File: src/verilog/fel_params.svh
// Constants for the fast ethernet line coding path
`ifndef FEL_PARAMS_SVH
`define FEL_PARAMS_SVH
`define FEL_CLK_MHZ 100
`define FEL_HOLD_TIME_US 722
`define FEL_LOCK_GROUPS 12
`define FEL_GROUP_BITS 5
`define FEL_IDLE_BITS 58
`define FEL_SSD_SPAN 3'h7
`define FEL_CODE_I 5'h1f
`define FEL_CODE_J 5'h18
`define FEL_CODE_K 5'h11
`define FEL_CODE_T 5'h0d
`define FEL_CODE_R 5'h07
`define FEL_NIB_PRE 4'h5
`define FEL_NIB_BAD 4'he
`define FEL_PHASE_RST 2'h3
`define FEL_PHASE_POS 2'h0
`define FEL_PHASE_NEG 2'h2
`endif

File: src/verilog/fel_pkg.sv
// Types shared by the fast ethernet line coding path
`default_nettype none
package fel_pkg;
	typedef enum logic [1:0] {
		FEL_LVL_ZERO = 2'h0,
		FEL_LVL_POS = 2'h1,
		FEL_LVL_NEG = 2'h3
	} fel_level_t;
	typedef struct packed {
		logic pos;
		logic neg;
	} fel_pair_t;
	typedef struct packed {
		logic stb;
		logic dv;
		logic er;
		logic [3:0] data;
	} fel_nib_t;
	typedef enum logic [1:0] {
		FEL_HUNT = 2'h0,
		FEL_SSD = 2'h1,
		FEL_PKT = 2'h2,
		FEL_BAD = 2'h3
	} fel_rx_state_t;
endpackage : fel_pkg
`default_nettype wire
File: src/verilog/fel_line_coding.sv
// Line coding path: NRZI/MLT-3 transmit tail, receive decode to nibbles
// Contract
// NRZI-encode only the serialised scrambled stream
// Split NRZI into two alternating one-streams
// Output is MLT-3 only, no binary mode
// Link pulses alone never raise signal detect
// Decode received MLT-3 levels into NRZI
// Convert NRZI to NRZ before descrambling
// Deliver received data as 5-bit symbols
// Descramble by XOR with identical local key
// Lock after 12 idle groups, output unaligned
// Lock starts a 722 us hold countdown
// 58 idle bit times restart the countdown
// Expiry drops lock, resets, reacquires
// Aligner takes descrambler or bypass data
// Align on J/K pair, fixed boundary after
// Lookup table turns groups into nibbles
// Start of stream is J/K after idles
// J/K becomes two 0101 nibbles, then data
// Stop on T/R or two idle groups
// Key from 11-bit closed-loop LFSR
// Control groups in data flag receive error
// Bad start: error, 1110 until two idles
// NRZI toggles on one, holds on zero
// MLT-3 steps plus zero minus zero on ones
// After lock loss, wait for lock and alignment
`include "fel_params.svh"
`timescale 1ns/1ps
`default_nettype none
module fel_line_coding #(
	parameter int HOLD_CYCLES = `FEL_HOLD_TIME_US * `FEL_CLK_MHZ
) (
	input wire logic clock_i, // Symbol clock
	input wire logic rst_i, // Synchronous reset, active high
	input wire logic tx_bit_i, // Serialised scrambled transmit bit
	output fel_pkg::fel_pair_t transmit_pair_outputs_o, // Driver streams
	input wire fel_pkg::fel_level_t rx_level_i, // Equalised MLT-3 level
	input wire logic rx_energy_i, // Receive energy above threshold
	input wire logic rx_link_pulse_i, // Activity is only NLP/FLP pulses
	input wire logic bypass_i, // Descrambler bypass
	output logic signal_detect_o, // Qualified signal detect
	output fel_pkg::fel_nib_t rx_nib_o, // Nibble strobe, valid, error, data
	output logic scr_locked_o, // Descrambler synchronised
	output logic aligned_o // Code-group alignment held
);
	import fel_pkg::*;

	localparam int HW = $clog2(HOLD_CYCLES + 1);
	localparam logic [HW-1:0] HOLD_LOAD = HW'(HOLD_CYCLES - 1);
	localparam int LOCK_BITS = `FEL_LOCK_GROUPS * `FEL_GROUP_BITS;
	localparam logic [5:0] LOCK_LAST = 6'(LOCK_BITS - 1);
	localparam logic [5:0] IDLE_LAST = 6'(`FEL_IDLE_BITS - 1);
	localparam logic [2:0] GRP_LAST = 3'(`FEL_GROUP_BITS - 1);

	// A hold time shorter than two lock searches (2 * LOCK_BITS) is rejected as too small
	if (HOLD_CYCLES < 2 * LOCK_BITS) begin : g_hold_check
		$error("HOLD_CYCLES too small for the lock search");
	end

	function automatic logic [4:0] fel_decode(input logic [4:0] g);
		logic [4:0] r;
		r = {1'b0, `FEL_NIB_BAD};
		unique case (g)
			5'h1e: r = {1'b1, 4'h0};
			5'h09: r = {1'b1, 4'h1};
			5'h14: r = {1'b1, 4'h2};
			5'h15: r = {1'b1, 4'h3};
			5'h0a: r = {1'b1, 4'h4};
			5'h0b: r = {1'b1, 4'h5};
			5'h0e: r = {1'b1, 4'h6};
			5'h0f: r = {1'b1, 4'h7};
			5'h12: r = {1'b1, 4'h8};
			5'h13: r = {1'b1, 4'h9};
			5'h16: r = {1'b1, 4'ha};
			5'h17: r = {1'b1, 4'hb};
			5'h1a: r = {1'b1, 4'hc};
			5'h1b: r = {1'b1, 4'hd};
			5'h1c: r = {1'b1, 4'he};
			5'h1d: r = {1'b1, 4'hf};
			default: r = {1'b0, `FEL_NIB_BAD};
		endcase
		return r;
	endfunction : fel_decode

	logic tx_nrzi;
	logic tx_nrzi_d;
	logic [1:0] phase;
	logic [1:0] next_phase;
	fel_pair_t tx_pair;
	fel_level_t rx_lvl_d;
	logic rx_nrzi;
	logic rx_nrzi_d;
	logic rx_nrz;
	logic [10:0] lfsr;
	logic n_key;
	logic next_ud;
	logic scr_locked;
	logic [5:0] match_cnt;
	logic [5:0] ones_cnt;
	logic [HW-1:0] hold_cnt;
	logic hold_refresh;
	logic hold_expire;
	logic rx_ok;
	logic [9:0] sh;
	logic [4:0] grp;
	logic [4:0] dec;
	fel_rx_state_t state;
	logic idle_seen;
	logic [2:0] ssd_cnt;
	logic [2:0] grp_cnt;
	logic pre_pend;
	logic t_pend;
	logic i_pend;
	fel_nib_t rx_nib;
	logic aligned;

	// Transmit NRZI; there is no binary bypass of the MLT-3 stage
	always_ff @(posedge clock_i) begin
		if (rst_i) begin
			tx_nrzi <= 1'b0;
			tx_nrzi_d <= 1'b0;
		end else begin
			if (tx_bit_i) begin
				tx_nrzi <= ~tx_nrzi;
			end
			tx_nrzi_d <= tx_nrzi;
		end
	end

	// Each NRZI transition is a coded one and advances the MLT-3 phase
	assign next_phase = (tx_nrzi != tx_nrzi_d) ? phase + 2'h1 : phase;

	always_ff @(posedge clock_i) begin
		if (rst_i) begin
			phase <= `FEL_PHASE_RST;
			tx_pair <= '0;
		end else begin
			phase <= next_phase;
			tx_pair.pos <= (next_phase == `FEL_PHASE_POS);
			tx_pair.neg <= (next_phase == `FEL_PHASE_NEG);
		end
	end

	always_ff @(posedge clock_i) begin
		if (rst_i) begin
			signal_detect_o <= 1'b0;
		end else begin
			signal_detect_o <= rx_energy_i & ~rx_link_pulse_i;
		end
	end

	// Receive: level change means NRZI toggle, NRZI toggle means NRZ one
	always_ff @(posedge clock_i) begin
		if (rst_i) begin
			rx_lvl_d <= FEL_LVL_ZERO;
			rx_nrzi <= 1'b0;
			rx_nrzi_d <= 1'b0;
			rx_nrz <= 1'b0;
		end else begin
			rx_lvl_d <= rx_level_i;
			rx_nrzi <= rx_nrzi ^ (rx_level_i != rx_lvl_d);
			rx_nrzi_d <= rx_nrzi;
			rx_nrz <= rx_nrzi ^ rx_nrzi_d;
		end
	end

	assign n_key = lfsr[10] ^ lfsr[8];
	assign next_ud = bypass_i ? rx_nrz : (rx_nrz ^ n_key);
	assign hold_refresh = next_ud && (ones_cnt == IDLE_LAST);
	assign hold_expire = scr_locked && !bypass_i && (hold_cnt == '0) &&
		!hold_refresh;
	assign rx_ok = scr_locked | bypass_i;

	// While hunting, assume idle: the key is the inverted line bit
	always_ff @(posedge clock_i) begin
		if (rst_i || hold_expire) begin
			lfsr <= '0;
			scr_locked <= 1'b0;
			match_cnt <= '0;
		end else if (!scr_locked) begin
			lfsr <= {lfsr[9:0], ~rx_nrz};
			if (rx_nrz ^ n_key) begin
				match_cnt <= match_cnt + 6'h1;
				if (match_cnt == LOCK_LAST) begin
					scr_locked <= 1'b1;
				end
			end else begin
				match_cnt <= '0;
			end
		end else begin
			lfsr <= {lfsr[9:0], n_key};
		end
	end

	// Hold timer stays preset while unlocked, so lock starts a full count
	always_ff @(posedge clock_i) begin
		if (rst_i) begin
			hold_cnt <= HOLD_LOAD;
			ones_cnt <= '0;
		end else begin
			if (!next_ud || hold_refresh) begin
				ones_cnt <= '0;
			end else begin
				ones_cnt <= ones_cnt + 6'h1;
			end
			if (!scr_locked || hold_refresh) begin
				hold_cnt <= HOLD_LOAD;
			end else if (hold_cnt != '0) begin
				hold_cnt <= hold_cnt - HW'(1);
			end
		end
	end

	always_ff @(posedge clock_i) begin
		if (rst_i) begin
			sh <= '0;
		end else begin
			sh <= {sh[8:0], next_ud};
		end
	end

	assign grp = sh[4:0];
	assign dec = fel_decode(grp);

	// Packet framing; lock loss forces a fresh hunt
	always_ff @(posedge clock_i) begin
		if (rst_i || !rx_ok) begin
			state <= FEL_HUNT;
			idle_seen <= 1'b0;
			ssd_cnt <= '0;
			grp_cnt <= '0;
			pre_pend <= 1'b0;
			t_pend <= 1'b0;
			i_pend <= 1'b0;
			rx_nib <= '0;
		end else begin
			rx_nib.stb <= 1'b0;
			grp_cnt <= (grp_cnt == GRP_LAST) ? 3'h0 : grp_cnt + 3'h1;
			unique case (state)
				FEL_HUNT: begin
					rx_nib.dv <= 1'b0;
					rx_nib.er <= 1'b0;
					if (sh == {`FEL_CODE_I, `FEL_CODE_I}) begin
						idle_seen <= 1'b1;
					end else if (!sh[0]) begin
						idle_seen <= 1'b0;
						if (idle_seen) begin
							state <= FEL_SSD;
							ssd_cnt <= 3'h1;
						end
					end
				end
				FEL_SSD: begin
					ssd_cnt <= ssd_cnt + 3'h1;
					if (ssd_cnt == `FEL_SSD_SPAN) begin
						grp_cnt <= '0;
						t_pend <= 1'b0;
						i_pend <= 1'b0;
						rx_nib.stb <= 1'b1;
						if (sh == {`FEL_CODE_J, `FEL_CODE_K}) begin
							state <= FEL_PKT;
							pre_pend <= 1'b1;
							rx_nib.dv <= 1'b1;
							rx_nib.er <= 1'b0;
							rx_nib.data <= `FEL_NIB_PRE;
						end else begin
							state <= FEL_BAD;
							rx_nib.dv <= 1'b0;
							rx_nib.er <= 1'b1;
							rx_nib.data <= `FEL_NIB_BAD;
						end
					end
				end
				FEL_PKT: begin
					if (pre_pend) begin
						pre_pend <= 1'b0;
						rx_nib.stb <= 1'b1;
						rx_nib.data <= `FEL_NIB_PRE;
					end
					if (grp_cnt == GRP_LAST) begin
						i_pend <= (grp == `FEL_CODE_I);
						t_pend <= (grp == `FEL_CODE_T) && !t_pend;
						if (t_pend && grp == `FEL_CODE_R) begin
							state <= FEL_HUNT;
							rx_nib.dv <= 1'b0;
							rx_nib.er <= 1'b0;
						end else if (i_pend && grp == `FEL_CODE_I) begin
							state <= FEL_HUNT;
							idle_seen <= 1'b1;
							rx_nib.dv <= 1'b0;
							rx_nib.er <= 1'b0;
						end else if (grp == `FEL_CODE_T && !t_pend) begin
							rx_nib.er <= 1'b0;
						end else begin
							rx_nib.stb <= 1'b1;
							// A stray T in the data field is reported as invalid
							rx_nib.data <= t_pend ? `FEL_NIB_BAD : dec[3:0];
							rx_nib.er <= ~dec[4] | t_pend;
						end
					end
				end
				FEL_BAD: begin
					if (grp_cnt == GRP_LAST) begin
						i_pend <= (grp == `FEL_CODE_I);
						if (i_pend && grp == `FEL_CODE_I) begin
							state <= FEL_HUNT;
							idle_seen <= 1'b1;
							rx_nib.er <= 1'b0;
						end else begin
							rx_nib.stb <= 1'b1;
							rx_nib.er <= 1'b1;
							rx_nib.data <= `FEL_NIB_BAD;
						end
					end
				end
			endcase
		end
	end

	always_ff @(posedge clock_i) begin
		if (rst_i) begin
			aligned <= 1'b0;
		end else begin
			aligned <= rx_ok && (state == FEL_PKT || state == FEL_BAD);
		end
	end

	assign transmit_pair_outputs_o = tx_pair;
	assign rx_nib_o = rx_nib;
	assign scr_locked_o = scr_locked;
	assign aligned_o = aligned;
endmodule : fel_line_coding
`default_nettype wire

File: config.mk
export PLATFORM = sky130hd
export DESIGN_NAME = fel_line_coding
export DESIGN_NICKNAME = d
export VERILOG_FILES = /design/src/verilog/fel_pkg.sv /design/src/verilog/fel_line_coding.sv
export VERILOG_INCLUDE_DIRS = /design/src /design/src/verilog
export SDC_FILE = /design/constraint.sdc
export NUM_CORES = 1
export LEC_CHECK = 0
export BUFFER_PORTS_ARGS = -buffer_cell sky130_fd_sc_hd__buf_2
export CORE_ASPECT_RATIO = 0.7
export CORE_MARGIN = 2
export CORE_UTILIZATION = 45
export DETAILED_ROUTE_END_ITERATION = 12
export PLACE_DENSITY = 0.72
export SYNTH_ARGS = -nofsm -noshare
export SYNTH_HDL_FRONTEND = slang
export SYNTH_SLANG_ARGS = --single-unit
File: constraint.sdc
create_clock -name clock_i -period 2.99 [get_ports clock_i]
set_clock_uncertainty 0.2 [all_clocks]
set_input_delay 0.1495 -clock clock_i [delete_from_list [all_inputs] [get_ports clock_i]]
set_output_delay 0.1495 -clock clock_i [all_outputs]
set_load 0.05 [all_outputs]
**Word level (Yosys, flattened, before mapping)**

Memories as Yosys holds them, arrays and structs flattened. A register that Yosys moved wholly into a read port is not among the register bits.
Index checks and enable logic that the tools add are counted.

- Register bits: 83
- Latch bits: 0
- Memory bits (writable): 0
- ROM bits: 160
- Input port bits: 8
- Output and inout port bits: 12
- Logic and storage cells: 178
- Memories: 1

Memories:

| name | words | bits a word | read ports | clocked after memory_dff | write ports | line | text |
|---|---|---|---|---|---|---|---|
| (name not given) | 32 | 5 | 1 | 1 | 0 | fel_line_coding.sv:63 | `unique case (g)` |

- Add/subtract/negate cells: 6
- Multipliers: 0
- Divide/modulo/power cells: 0
- $lt $le $gt $ge: 0
- Eq/ne operators: 27
- Shifts and indexed selects: 0
- Mux-type cells: 64
- Bitwise gates (word level): 11
- Reductions and logical operators: 41

Operators with widths:

| operator | count |
|---|---|
| two-way mux 1 bit | 26 |
| two-way mux 4 bit | 6 |
| equality test 10 bit, second input constant | 2 |
| two-way mux 2 bit | 10 |
| two-way mux 3 bit | 6 |
| inequality test 2 bit, second input constant | 9 |
| zero test 17 bit | 1 |
| nonzero test 17 bit | 1 |
| subtractor 17 x 1 -> 17 bit, second input constant | 1 |
| two-way mux 7 bit | 2 |
| adder 6 x 1 -> 6 bit, second input constant | 2 |
| equality test 6 bit, second input constant | 2 |
| two-way mux 6 bit | 2 |
| case mux 4 bit (3 select lines) | 1 |
| AND reduction 3 bit | 4 |
| AND reduction 4 bit | 3 |
| two-way mux 5 bit | 2 |
| case mux 1 bit (3 select lines) | 3 |
| nonzero test 3 bit | 3 |
| logical AND 1 bit | 8 |
| case mux 2 bit (4 select lines) | 1 |
| adder 3 x 1 -> 3 bit, second input constant | 2 |
| equality test 2 bit, second input constant | 3 |
| equality test 3 bit, second input constant | 2 |
| other kinds (23) | 47 |

**Logic depth before layout (Yosys ltp)**

Gate-level depths: netlist of the first run.

- Word-level depth: 7
- Mapped depth: 8
- Depth with buffers taken out: 7

**Least setup slack after synthesis of the first run**

Ideal clock, no wire load.

- Kind: reg2reg
- Start point: register hold_cnt[0]
- End point: register lfsr[10]
- Library setup time: 133 ps
- Arrival time: 1836 ps
- Required time: 2657 ps
- Path slack: 821 ps
- Stages on the path, launching flop included: 8
- Path buffers: 1
- Period minus slack after synthesis: 2169 ps
- Path through: dfxtp_1 -> inv_1 -> ha_1 -> nor4b_2 -> nand4_4 -> a2111oi_4 -> buf_6 -> nor3b_1

- Word-level cells in the longest chain between the ends: 4

Ends and longest elaborated chain:

| item | line | text |
|---|---|---|
| start: declaration | fel_line_coding.sv:100 | `logic [HW-1:0] hold_cnt;` |
| start signal: assignment | fel_line_coding.sv:209 | `hold_cnt <= hold_cnt - HW'(1);` |
| zero test 17 bit | fel_line_coding.sv:170 | `assign hold_expire = scr_locked && !bypass_i && (hold_cnt == '0) &&` |
| logical AND 1 bit (2 in a row) | fel_line_coding.sv:170 |  |
| logical OR 1 bit | fel_line_coding.sv:176 | `if (rst_i \|\| hold_expire) begin` |
| end signal: assignment | fel_line_coding.sv:181 | `lfsr <= {lfsr[9:0], ~rx_nrz};` |
| end signal: assignment | fel_line_coding.sv:191 | `lfsr <= {lfsr[9:0], n_key};` |
| end: declaration | fel_line_coding.sv:94 | `logic [10:0] lfsr;` |

No other way between the ends.
A chain may end at the register's enable or synchronous reset.

**Final worst setup path of the first run**

- Start point: register sh[1]
- End point: register rx_nib, in the netlist rx_nib_o[1]

- Word-level cells in the longest chain between the ends: 7
- Elaborated cells between the ends (all ways): 16
- Those cells by class: 5 x eq/ne; 7 x mux; 4 x reduce/logical

Ends and longest elaborated chain:

| item | line | text |
|---|---|---|
| start: declaration | fel_line_coding.sv:104 | `logic [9:0] sh;` |
| start signal: assignment | fel_line_coding.sv:218 | `sh <= {sh[8:0], next_ud};` |
| equality test 5 x 4 -> 1 bit (no source line) | - |  |
| logical AND 1 bit | fel_line_coding.sv:292 | `` end else if (grp == `FEL_CODE_T && !t_pend) begin `` |
| two-way mux 4 bit | fel_line_coding.sv:292 |  |
| two-way mux 4 bit | fel_line_coding.sv:287 | `` end else if (i_pend && grp == `FEL_CODE_I) begin `` |
| two-way mux 4 bit | fel_line_coding.sv:283 | `` if (t_pend && grp == `FEL_CODE_R) begin `` |
| two-way mux 7 bit | fel_line_coding.sv:280 | `if (grp_cnt == GRP_LAST) begin` |
| case mux 4 bit (3 select lines) | fel_line_coding.sv:239 | `unique case (state)` |
| end: declaration | fel_line_coding.sv:114 | `fel_nib_t rx_nib;` |

Several ways; a longest one is shown, not always the timed one. The select of a mux whose other input is x is not followed.

==> results of run 1 <==
==> power by group <==
part           internal (mW)  leakage [nW]  switching [mW]  total (mW)
Sequential              1.20         0.713          0.0280        1.23
Clock                  0.801         0.163           0.426        1.23
Combinational         0.0579         0.755          0.0842       0.142
Total                   2.06          1.63           0.538        2.60
==> registers in the layout, indices dropped and copies added (netlist names), 2 cells and up <==
name / flops
transmit_pair_outputs_o: 2
rx_nib_o: 7
lfsr: 11
sh: 10
hold_cnt: 17
phase: 2
dec: 5
grp_cnt: 3
ones_cnt: 6
ssd_cnt: 3
rx_lvl_d: 2
match_cnt: 6
state: 2
==> worst paths after layout <==
path / cells past startpoint / end / from / slack (ns)
worst max-delay path: 5 / rx_nib_o[1] / sh[1] / 0.63
worst max register to register: 5 / rx_nib_o[1] / sh[1] / 0.63
worst min-delay path: 4 / sh[0] / bypass_i / 0.16
worst min register to register: 1 / lfsr[6] / lfsr[5] / 0.26
==> worst reg2reg max path: stages (launching register included) <==
cell and delay [ns]:
dfxtp_1 0.47, nor4_1 0.55, and3_1 0.38, o21ai_0 0.20, nor4b_1 0.37, a211oi_1 0.08
==> synth_stat cells (6+ instances only) <==
library cell	count
dfxtp_1	88
nor2_1	51
nand2_1	34
xor2_1	18
clkbuf_1	17
nor2b_1	17
nand3_1	16
a21oi_1	15
ha_1	15
o21ai_0	15
inv_1	14
nor3b_1	14
xnor2_1	13
nor3_1	10
nor4_1	9
a211oi_1	6
==> routing by layer <==
layer,GRT usage [%],up-vias
met1,24.9,1500
met5,0,-
met2,24.7,96
met3,5.49,13
li1,-,1615
met4,5.26,0
==> cell families (layout without fill, tap and decap cells) <==
| kind of cell | after synthesis | count (layout) | share of synthesized area (%) |
|---|---|---|---|
| compound gates | 73 | 73 | 12.7 |
| xor+xnor | 31 | 31 | 6.70 |
| mux | 5 | 5 | 1.23 |
| fa+ha+maj | 15 | 15 | 4.63 |
| buf+inv | 35 | 59 | 3.49 |
| flops | 88 | 88 | 43.4 |
| simple gates | 200 | 200 | 27.9 |
==> through the flow <==
step	hold slack, ns	utilization (%)	setup WS [ns]	instances	area [sq um]
floorplan	0.0253	-	0.821	447	4060
global placement	0.109	49.3	0.728	570	4250
detailed placement	0.116	49.3	0.680	570	4250
CTS	0.158	53.8	0.664	591	4630
global route	0.199	53.8	0.326	591	4630
finish	0.157	53.8	0.625	591	4630
==> cell type report <==
class / instances / area share [%]
clock buffers: 14 / 5.91
clock inverters: 2 / 1.30
inverters: 14 / 1.13
multi-input cells: 324 / 46.4
flip-flops and latches: 88 / 38.0
well taps: 120 / 3.24
repair buffers: 29 / 3.94
==> summary.md, run 1 <==
| Metric | Value |
|---|---|
| Sequential share of the synthesized area | `43.4%` |
| Largest net degree at the start of global routing | `51` |
| Vias in the first global route | `3002` |
| Synth top area share | `43.4%` |
| Met2 wire len | `3380 um` |
| Post-synth EDFFs | `0` |
| Slowest CP cell | `nor4_1` |
| DRC | `0` |
| Remaining Overflow, GRT | `0` |
| Global-route wire length before repair | `roughly 14000 um` |
| TritonCTS Buffers | `9` |
| CP delay by family, top | `simple AND/OR/NAND/NOR gates` |
| Top_reg_cell synth | `dfxtp_1` |
| Vias | `about 3200` |
| Max incr delay on CP | `approximately 0.54 ns` |
| Most frequent cells in the layout | `88 x dfxtp_1, 51 x nor2_1, 34 x nand2_1, 19 x buf_2, 18 x xor2_1` |
| CP Cell Sequence | `nor4_1 > and3_1 > o21ai_0 > nor4b_1 > a211oi_1` |
| Skew-Pair Late Insertion Delay | `roughly 0.34 ns` |
| Rows | `28` |
| H-tree depth | `3` |
| HPWL Detailed | `~5600 um` |
| Synth async-reset ratio | `0%` |
| Worst path bufs/invs | `0` |
| DRT Pass-1 Iters | `5` |
| Share of post-route cells with drive strength above 1 | `11.3%` |
| Critical Setup Path Class | `reg2reg` |
| Period utilization | `roughly 79%` |
| Initial antenna violation count | `0` |
| Max Fclk | `between 400 and 500 MHz` |
| Cells after Synth | `between 400 and 500` |
| Root buffer cell | `clkbuf_16` |
| # fillers | `around 800` |
| Final slew viol count | `0` |
| Relative max-transition margin | `roughly 45%` |
| Post-CTS sizing | `0` |
| CP startpoint kind | `flip-flop` |
| CP endpoint kind | `flip-flop` |
| Storage cell area | `between 1500 and 2000 sq um` |
| Final hold vios | `0` |
| Max-capacitance violation count | `0` |
| Worst IR drop on VDD | `0.330 mV` |
| Endpoints failing setup | `0` |
| Yosys reg bits | `88` |
| HP Class | `in2reg` |
| CTS tree | `yes` |
| Top-level I/O count | `20` |
| Min Tclk post-route | `about 2.4 ns` |
| Height of the die | `between 80 and 90 um` |
| Fin nets | `between 400 and 500` |
| Post-route ant nets | `0` |
| Outcome | `finished, final reports clean` |
| CP max FO | `18` |
| Met3 WL | `~510 um` |
| Pleak | `1.63 nW` |
| Mapped Area | `just over 4000 sq um` |
| Synthesized area per cell | `about 9.1 sq um` |
| Cell accounting for the most synthesized area | `dfxtp_1` |
| Top layer in use | `met4` |
| Multi-input gate area | `approximately 2200 sq um` |
| Wire length per cell | `around 14 um` |
| Clock transition at path regs | `roughly 0.06 ns` |
| Vias per cell | `5.46` |
| All-Layer GR Usage | `approximately 17%` |
| Antenna Diode Count | `0` |
| Die Width | `between 100 and 150 um` |
| CORE AREA | `about 8600 sq um` |
| DR iter-0 viols | `309` |
| YS warnings | `0` |
| Final wirelength | `around 8200 um` |
| Yosys cell types | `60` |
| M1 WL | `roughly 4200 um` |
| Die area | `a little under 10000 sq um` |
| Most common cell after layout, fill and taps aside | `dfxtp_1` |
| Pwr/cell area | `between 500 and 600 nW/um^2` |
| Syn-to-layout area delta | `14.3%` |
| Initial Utilization | `47.1%` |
| Top post-synthesis cells by area | `dfxtp_1 43%, nor2_1 4.7%, ha_1 4.6%` |
| Worst Max-Slew Pin Slew | `a little over 0.8 ns` |
| Fin Setup TNS | `0 ns` |
| Data required, critical path | `~3 ns` |
| Worst Path Arrival | `2.38 ns` |
| Hold_buf cts | `5` |
| Clock sinks | `slightly below 90` |
| Power Total | `around 2.6 mW` |
| Post-Syn Nets | `470` |
| Max Root-Sink Buffers | `2` |
| RSZ-0062 raised after global routing | `no` |
| Postcts setup bufs | `0` |
| Final Wtd Congestion | `0.942` |
| Port bufs | `19` |
Note: power is estimated with default switching activity, not from simulation.
==> run 2: changes to the inputs <==
PLACE_DENSITY = 0.74   (was 0.72)
clock period = 2 ns   (was 2.99 ns; I/O delays follow)
==> summary.md, run 2 (synthesis results as in run 1) <==
| Metric | Value |
|---|---|
| CP startpoint kind | `flip-flop` |
| Max Root-Sink Buffers | `2 (unchanged)` |
| CORE AREA | `8620 sq um (unchanged)` |
| Top flop regs | `hold_cnt x17, lfsr x11, sh x10` |
| Height of the die | `83.4 um (unchanged)` |
| HPWL Detailed | `6200 um (+11%)` |
| Largest net degree at the start of global routing | `25 (-51%)` |
| Max Fclk | `506 MHz (+20%)` |
| Fin Hold WS | `0.0797 ns (-0.0775 ns)` |
| Most common cell after layout, fill and taps aside | `dfxtp_1` |
| CP delay by family, top | `simple AND/OR/NAND/NOR gates` |
| Vias | `3467 (+7.5%)` |
| Final Wtd Congestion | `0.936 (-0.70%)` |
| Placed cell areas | `4570 sq um (+7.7%)` |
| Clock transition at path regs | `0.07 ns (about the same)` |
| DR iter-0 viols | `279 (-9.7%)` |
| Pleak | `1.87 nW (+15%)` |
| Post-route cell area | `5270 sq um (+14%)` |
| Global-route wire length before repair | `15200 um (+8.5%)` |
| DRT Pass-1 Iters | `5 (unchanged)` |
| Final wirelength | `9210 um (+13%)` |
| Data required, critical path | `2.04 ns (-0.97 ns)` |
| Power Total | `3.81 mW (+47%)` |
| Clock sinks | `88 (unchanged)` |
| Relative max-transition margin | `70.1% (+25 points)` |
| Max incr delay on CP | `0.62 ns (+0.08 ns)` |
| Skew-Pair Late Insertion Delay | `0.35 ns (about the same)` |
| H-tree depth | `3 (unchanged)` |
| Storage cell area | `1780 sq um (+1.3%)` |
| Final hold vios | `0 (unchanged)` |
| RSZ-0062 raised after global routing | `yes` |
| Root buffer cell | `clkbuf_16` |
| Final slew viol count | `0 (unchanged)` |
| Syn-to-layout area delta | `29.9%` |
| Hold endpoint | `lfsr[7]` |
| Die Width | `117 um (unchanged)` |
| Vias in the first global route | `3272 (+9.0%)` |
| Port bufs | `19 (unchanged)` |
| Top-level I/O count | `20 (unchanged)` |
| Initial antenna violation count | `0 (unchanged)` |
| Reg2Reg Depth | `5 (unchanged)` |
| CP Cell Sequence | `nor4_4 > or4bb_4 > nand4b_1 > xor2_1 > nand2_1` |
| Share of post-route cells with drive strength above 1 | `28.9% (+18 points)` |
| R2R setup slack | `0.03 ns (-0.60 ns)` |
| Initial Utilization | `47.1% (unchanged)` |
| TritonCTS Buffers | `9 (unchanged)` |
| Multi-input gate area | `2430 sq um (+13%)` |
| Worst IR drop on VDD | `0.566 mV (+72%)` |
| Min-Delay Path Depth | `4 (unchanged)` |
| Pwr/cell area | `724 nW/um^2 (+29%)` |
| CP max FO | `4 (-14)` |
| HP Class | `in2reg` |
| Worst r2r src | `hold_cnt[11]` |
| Levels on crit path | `5 (unchanged)` |
| CTS tree | `yes` |
| Post-route ant nets | `0 (unchanged)` |
| Rows | `28 (unchanged)` |
| DRC | `0 (unchanged)` |
| R2R Path End | `hold_cnt[11]` |
| Hold wc startpoint | `bypass_i` |
| Outcome | `finished, final reports clean` |
| Most frequent cells in the layout | `76 x dfxtp_1, 47 x nor2_1, 46 x buf_4, 34 x nand2_1, 19 x buf_2` |
| All-Layer GR Usage | `19.0% (+1.7 points)` |
| Wire length per cell | `14.5 um (+4.7%)` |
| Critical Setup Path Class | `reg2reg` |
| Max FFs per register | `17 (unchanged)` |
| Top reg by flops | `hold_cnt` |
| Max-capacitance violation count | `0 (unchanged)` |
| Worst Max-Slew Pin Slew | `0.447 ns (-0.379 ns)` |
| Period utilization | `98.7% (+20 points)` |
| Worst Path Arrival | `2.02 ns (-0.36 ns)` |
| Slowest CP cell | `or4bb_4` |
| Die area | `9800 sq um (unchanged)` |
| Fin nets | `534 (+9.2%)` |
| # fillers | `728 (-8.7%)` |
| Remaining Overflow, GRT | `0 (unchanged)` |
| Endpoints failing setup | `0 (unchanged)` |
| Antenna Diode Count | `0 (unchanged)` |
| Final Core Density | `61.1% (+7.3 points)` |
| Worst path bufs/invs | `0 (unchanged)` |
| Vias per cell | `5.45 (about the same)` |
| Min Tclk post-route | `1.97 ns (-0.390 ns)` |
| CP endpoint kind | `flip-flop` |
## run 2: cell types whose count changed in the layout (fill, tap and decap cells not counted), sizes merged, moves of 2 or more
cell    delta
buf       +44
clkinv     +2
inv        +3
clkbuf     -5
## run 2: layout make-up
cell class,count,share of cell area [%]
clock buffers,9,4.28
clock inverters,7,1.45
inverters,14,0.998
multi-input cells,324,46.2
flip-flops and latches,88,33.9
well taps,120,2.85
repair buffers,74,10.3
## run 2: metrics by stage
step,std cells,setup TNS [ns],worst slack (ns)
6_report,636,0,0.0252
5_1_grt,636,-0.183,-0.0224
4_1_cts,628,0,0.0119
3_5_place_dp,605,-0.443,-0.0981
3_3_place_gp,605,-0.184,-0.0663
2_1_floorplan,447,-0.299,-0.0308
## run 2: where the power goes
group          switching, mW  internal, mW  total, mW
registers             0.0367          1.80       1.83
logic                  0.148         0.114      0.263
clock network          0.736         0.980       1.72
total                  0.921          2.89       3.81
## run 2: worst register-to-register path: stages, from the launching register on
cell	delay, ns
dfxtp_2	0.35
nor4_4	0.34
or4bb_4	0.62
nand4b_1	0.13
xor2_1	0.16
nand2_1	0.07
## run 2: worst max-delay path by stage
stage | start | endpoint
after floorplan | hold_cnt[11] | lfsr[10]
after global placement | grp_cnt[0] | rx_nib_o[3]
after detailed placement | state[1] | rx_nib_o[4]
after CTS | sh[3] | idle_seen
after global routing | hold_cnt[11] | match_cnt[5]
final | hold_cnt[11] | hold_cnt[11]
## run 2: repair_timing
| action | 4_1_cts | 5_1_grt |
|---|---|---|
| hold buffers | 6 | 0 |
| endpoints found under the hold margin | 15 | 0 |
| pin swaps | 1 | 11 |
| buffers inserted | 1 | 8 |
| endpoints found under the setup margin | 9 | 37 |
| resized for setup | 16 | 51 |
## run 2: per-layer routing
layer / up-vias / track usage [%] / part of all wire [%]
li1: 1711 / - / -
met1: 1649 / 24.1 / 46
met2: 93 / 31.2 / 47
met3: 14 / 4.88 / 5.3
met4: 0 / 7.45 / 1.6
met5: - / 0 / 0
==> run 3: changes to the inputs <==
PLACE_DENSITY = not set   (was 0.74)
==> summary.md, run 3 (synthesis results as in run 1) <==
| Metric | Value |
|---|---|
| Outcome | `finished with violations` |
| Violated checks | `setup timing` |
| Min Tclk post-route | `2.00 ns (+0.0287 ns)` |
| Source of the critical timing path | `hold_cnt[12]` |
| Final wirelength | `9610 um (+4.3%)` |
| CP delay by family, top | `simple AND/OR/NAND/NOR gates` |
| Most frequent CP cell | `buf_4` |
| Final Wtd Congestion | `0.867 (-7.4%)` |
| P_sw | `0.882 mW (-4.2%)` |
| Global-route wire length before repair | `15500 um (+1.5%)` |
| Clock transition at path regs | `0.06 ns (about the same)` |
| Final hold vios | `0 (unchanged)` |
| Sw Share | `24.1% (about the same)` |
| Hold wc startpoint | `bypass_i` |
| Placed cell areas | `4690 sq um (+2.5%)` |
| Worst Max-Slew Pin Slew | `0.482 ns (+0.0359 ns)` |
| CTS tree | `yes` |
| HP Class | `in2reg` |
| Vias in the first global route | `3175 (-3.0%)` |
| DRT Pass-1 Iters | `5 (unchanged)` |
| Most frequent cells in the layout | `80 x dfxtp_1, 64 x buf_4, 47 x nor2_1, 34 x nand2_1, 20 x buf_2` |
| Vias per cell | `5.32 (-2.4%)` |
| Skew-Pair Late Insertion Delay | `0.34 ns (about the same)` |
| Top-level I/O count | `20 (unchanged)` |
| Worst r2r src | `hold_cnt[12]` |
| Max-capacitance violation count | `0 (unchanged)` |
| Worst path bufs/invs | `2 (+2)` |
| Initial antenna violation count | `0 (unchanged)` |
| Most common cell after layout, fill and taps aside | `dfxtp_1` |
| Clock sinks | `88 (unchanged)` |
| Max incr delay on CP | `0.42 ns (-0.20 ns)` |
| Remaining Overflow, GRT | `0 (unchanged)` |
| TritonCTS Buffers | `9 (unchanged)` |
| Max Fclk | `499 MHz (-1.4%)` |
| Relative max-transition margin | `67.7% (-2.4 points)` |
| Data required, critical path | `2.01 ns (-0.03 ns)` |
| Pint | `2.77 mW (-4.1%)` |
| Top reg by flops | `hold_cnt` |
| Port bufs | `19 (unchanged)` |
| Max FFs per register | `17 (unchanged)` |
| Worst Path Arrival | `2.01 ns (about the same)` |
| CP max FO | `7 (+3)` |
| HPWL Detailed | `6660 um (+7.4%)` |
| All-Layer GR Usage | `19.5% (+0.51 points)` |
| Largest net degree at the start of global routing | `21 (-16%)` |
| Fin Setup TNS | `-0.00347 ns (-0.00347 ns)` |
| Fin nets | `553 (+3.6%)` |
| Pleak | `1.93 nW (+3.0%)` |
| Root buffer cell | `clkbuf_16` |
| Levels on crit path | `6 (+1)` |
| Worst IR drop on VDD | `0.539 mV (-4.8%)` |
| Final slew viol count | `0 (unchanged)` |
| Syn-to-layout area delta | `31.2%` |
| DRC | `0 (unchanged)` |
| Combinational share of power | `7.7% (+0.8 points)` |
| Initial Utilization | `47.1% (unchanged)` |
| CORE AREA | `8620 sq um (unchanged)` |
| Endpoints failing setup | `1 (+1)` |
| Top flop regs | `hold_cnt x17, lfsr x11, sh x10` |
| RSZ-0062 raised after global routing | `yes` |
| Clock share of power | `42.2% (-2.8 points)` |
| CP Cell Sequence | `nor4_4 > buf_4 > nand4_4 > a2111oi_4 > buf_4 > nor4_1` |
| Reg2Reg Depth | `6 (+1)` |
| H-tree depth | `3 (unchanged)` |
| Sequential share of power | `50.0% (+1.9 points)` |
| Vias | `3485 (+0.52%)` |
| Rows | `28 (unchanged)` |
| Antenna Diode Count | `0 (unchanged)` |
| Height of the die | `83.4 um (unchanged)` |
| CP startpoint kind | `flip-flop` |
| Period utilization | `100% (+1.4 points)` |
| Slowest CP cell | `a2111oi_4` |
| Post-route ant nets | `0 (unchanged)` |
| CP endpoint kind | `flip-flop` |
| Wire length per cell | `14.7 um (+1.3%)` |
| PnR worst setup slack | `-0.00347 ns (-0.0287 ns)` |
| Die area | `9800 sq um (unchanged)` |
| Post-route cell area | `5320 sq um (+1.0%)` |
| Min-Delay Path Depth | `4 (unchanged)` |
| Pwr/cell area | `687 nW/um^2 (-5.1%)` |
| Share of post-route cells with drive strength above 1 | `29.9% (+1.0 points)` |
| Critical Setup Path Class | `reg2reg` |
| Die Width | `117 um (unchanged)` |
| Place WS | `-0.0797 ns (+0.0185 ns)` |
| DR iter-0 viols | `185 (-34%)` |
| Max Root-Sink Buffers | `2 (unchanged)` |
[run 3: layer usage]
layer	GRT usage, %	share of wire, %	up-vias
met5	0	0	-
met4	6.79	1.3	0
met3	6.11	5.7	12
met2	27.1	41	92
met1	28.4	52	1639
li1	-	-	1742
[run 3: stage by stage]
step           util, %  hold slack, ns  power [mW]  instances
2_1_floorplan        -         -0.0242        2.03        447
4_1_cts           58.7           0.117        3.68        644
3_3_place_gp      54.4          0.0603        2.11        622
6_report          61.7           0.113        3.65        655
5_1_grt           61.7           0.143        3.79        655
3_5_place_dp      54.4          0.0672        2.12        622
[run 3: path summary, 6_finish.rpt]
kind                        to  slack [ns]
setup reg to reg  match_cnt[4]      -0.003
hold / removal         lfsr[5]        0.11
hold reg to reg     grp_cnt[0]        0.26
setup / recovery  match_cnt[4]      -0.003
[run 3: worst register-to-register path: stages, from the launching register on]
cell       delay [ns]
dfxtp_4          0.36
nor4_4           0.31
buf_4            0.18
nand4_4          0.11
a2111oi_4        0.42
buf_4            0.23
nor4_1           0.07
[run 3: what timing repair did]
item	4_1_cts	5_1_grt
gates resized for setup	9	47
gates cloned	0	1
buffers inserted	0	10
setup endpoints to repair	11	41
pin swaps	0	15
hold endpoints to repair	14	0
hold buffers	6	0
[run 3: final cells by class]
| class | instances | area, sq um |
|---|---|---|
| Tap cell | 120 | 150 |
| Multi-Input combinational cell | 324 | 2380 |
| Timing Repair Buffer | 93 | 674 |
| Inverter | 14 | 57.6 |
| Clock inverter | 6 | 45.0 |
| Sequential cell | 88 | 1780 |
| Fill cell | 775 | 3300 |
| Clock buffer | 10 | 229 |
[run 3: power by group through the flow]
| stage | Sequential (mW) | Combinational [mW] | Clock (mW) |
|---|---|---|---|
| floorplan | 1.88 | 0.151 | 0 |
| global placement | 1.87 | 0.247 | 0 |
| detailed placement | 1.87 | 0.252 | 0 |
| CTS | 1.83 | 0.264 | 1.58 |
| global route | 1.83 | 0.314 | 1.64 |
| finish | 1.83 | 0.283 | 1.54 |
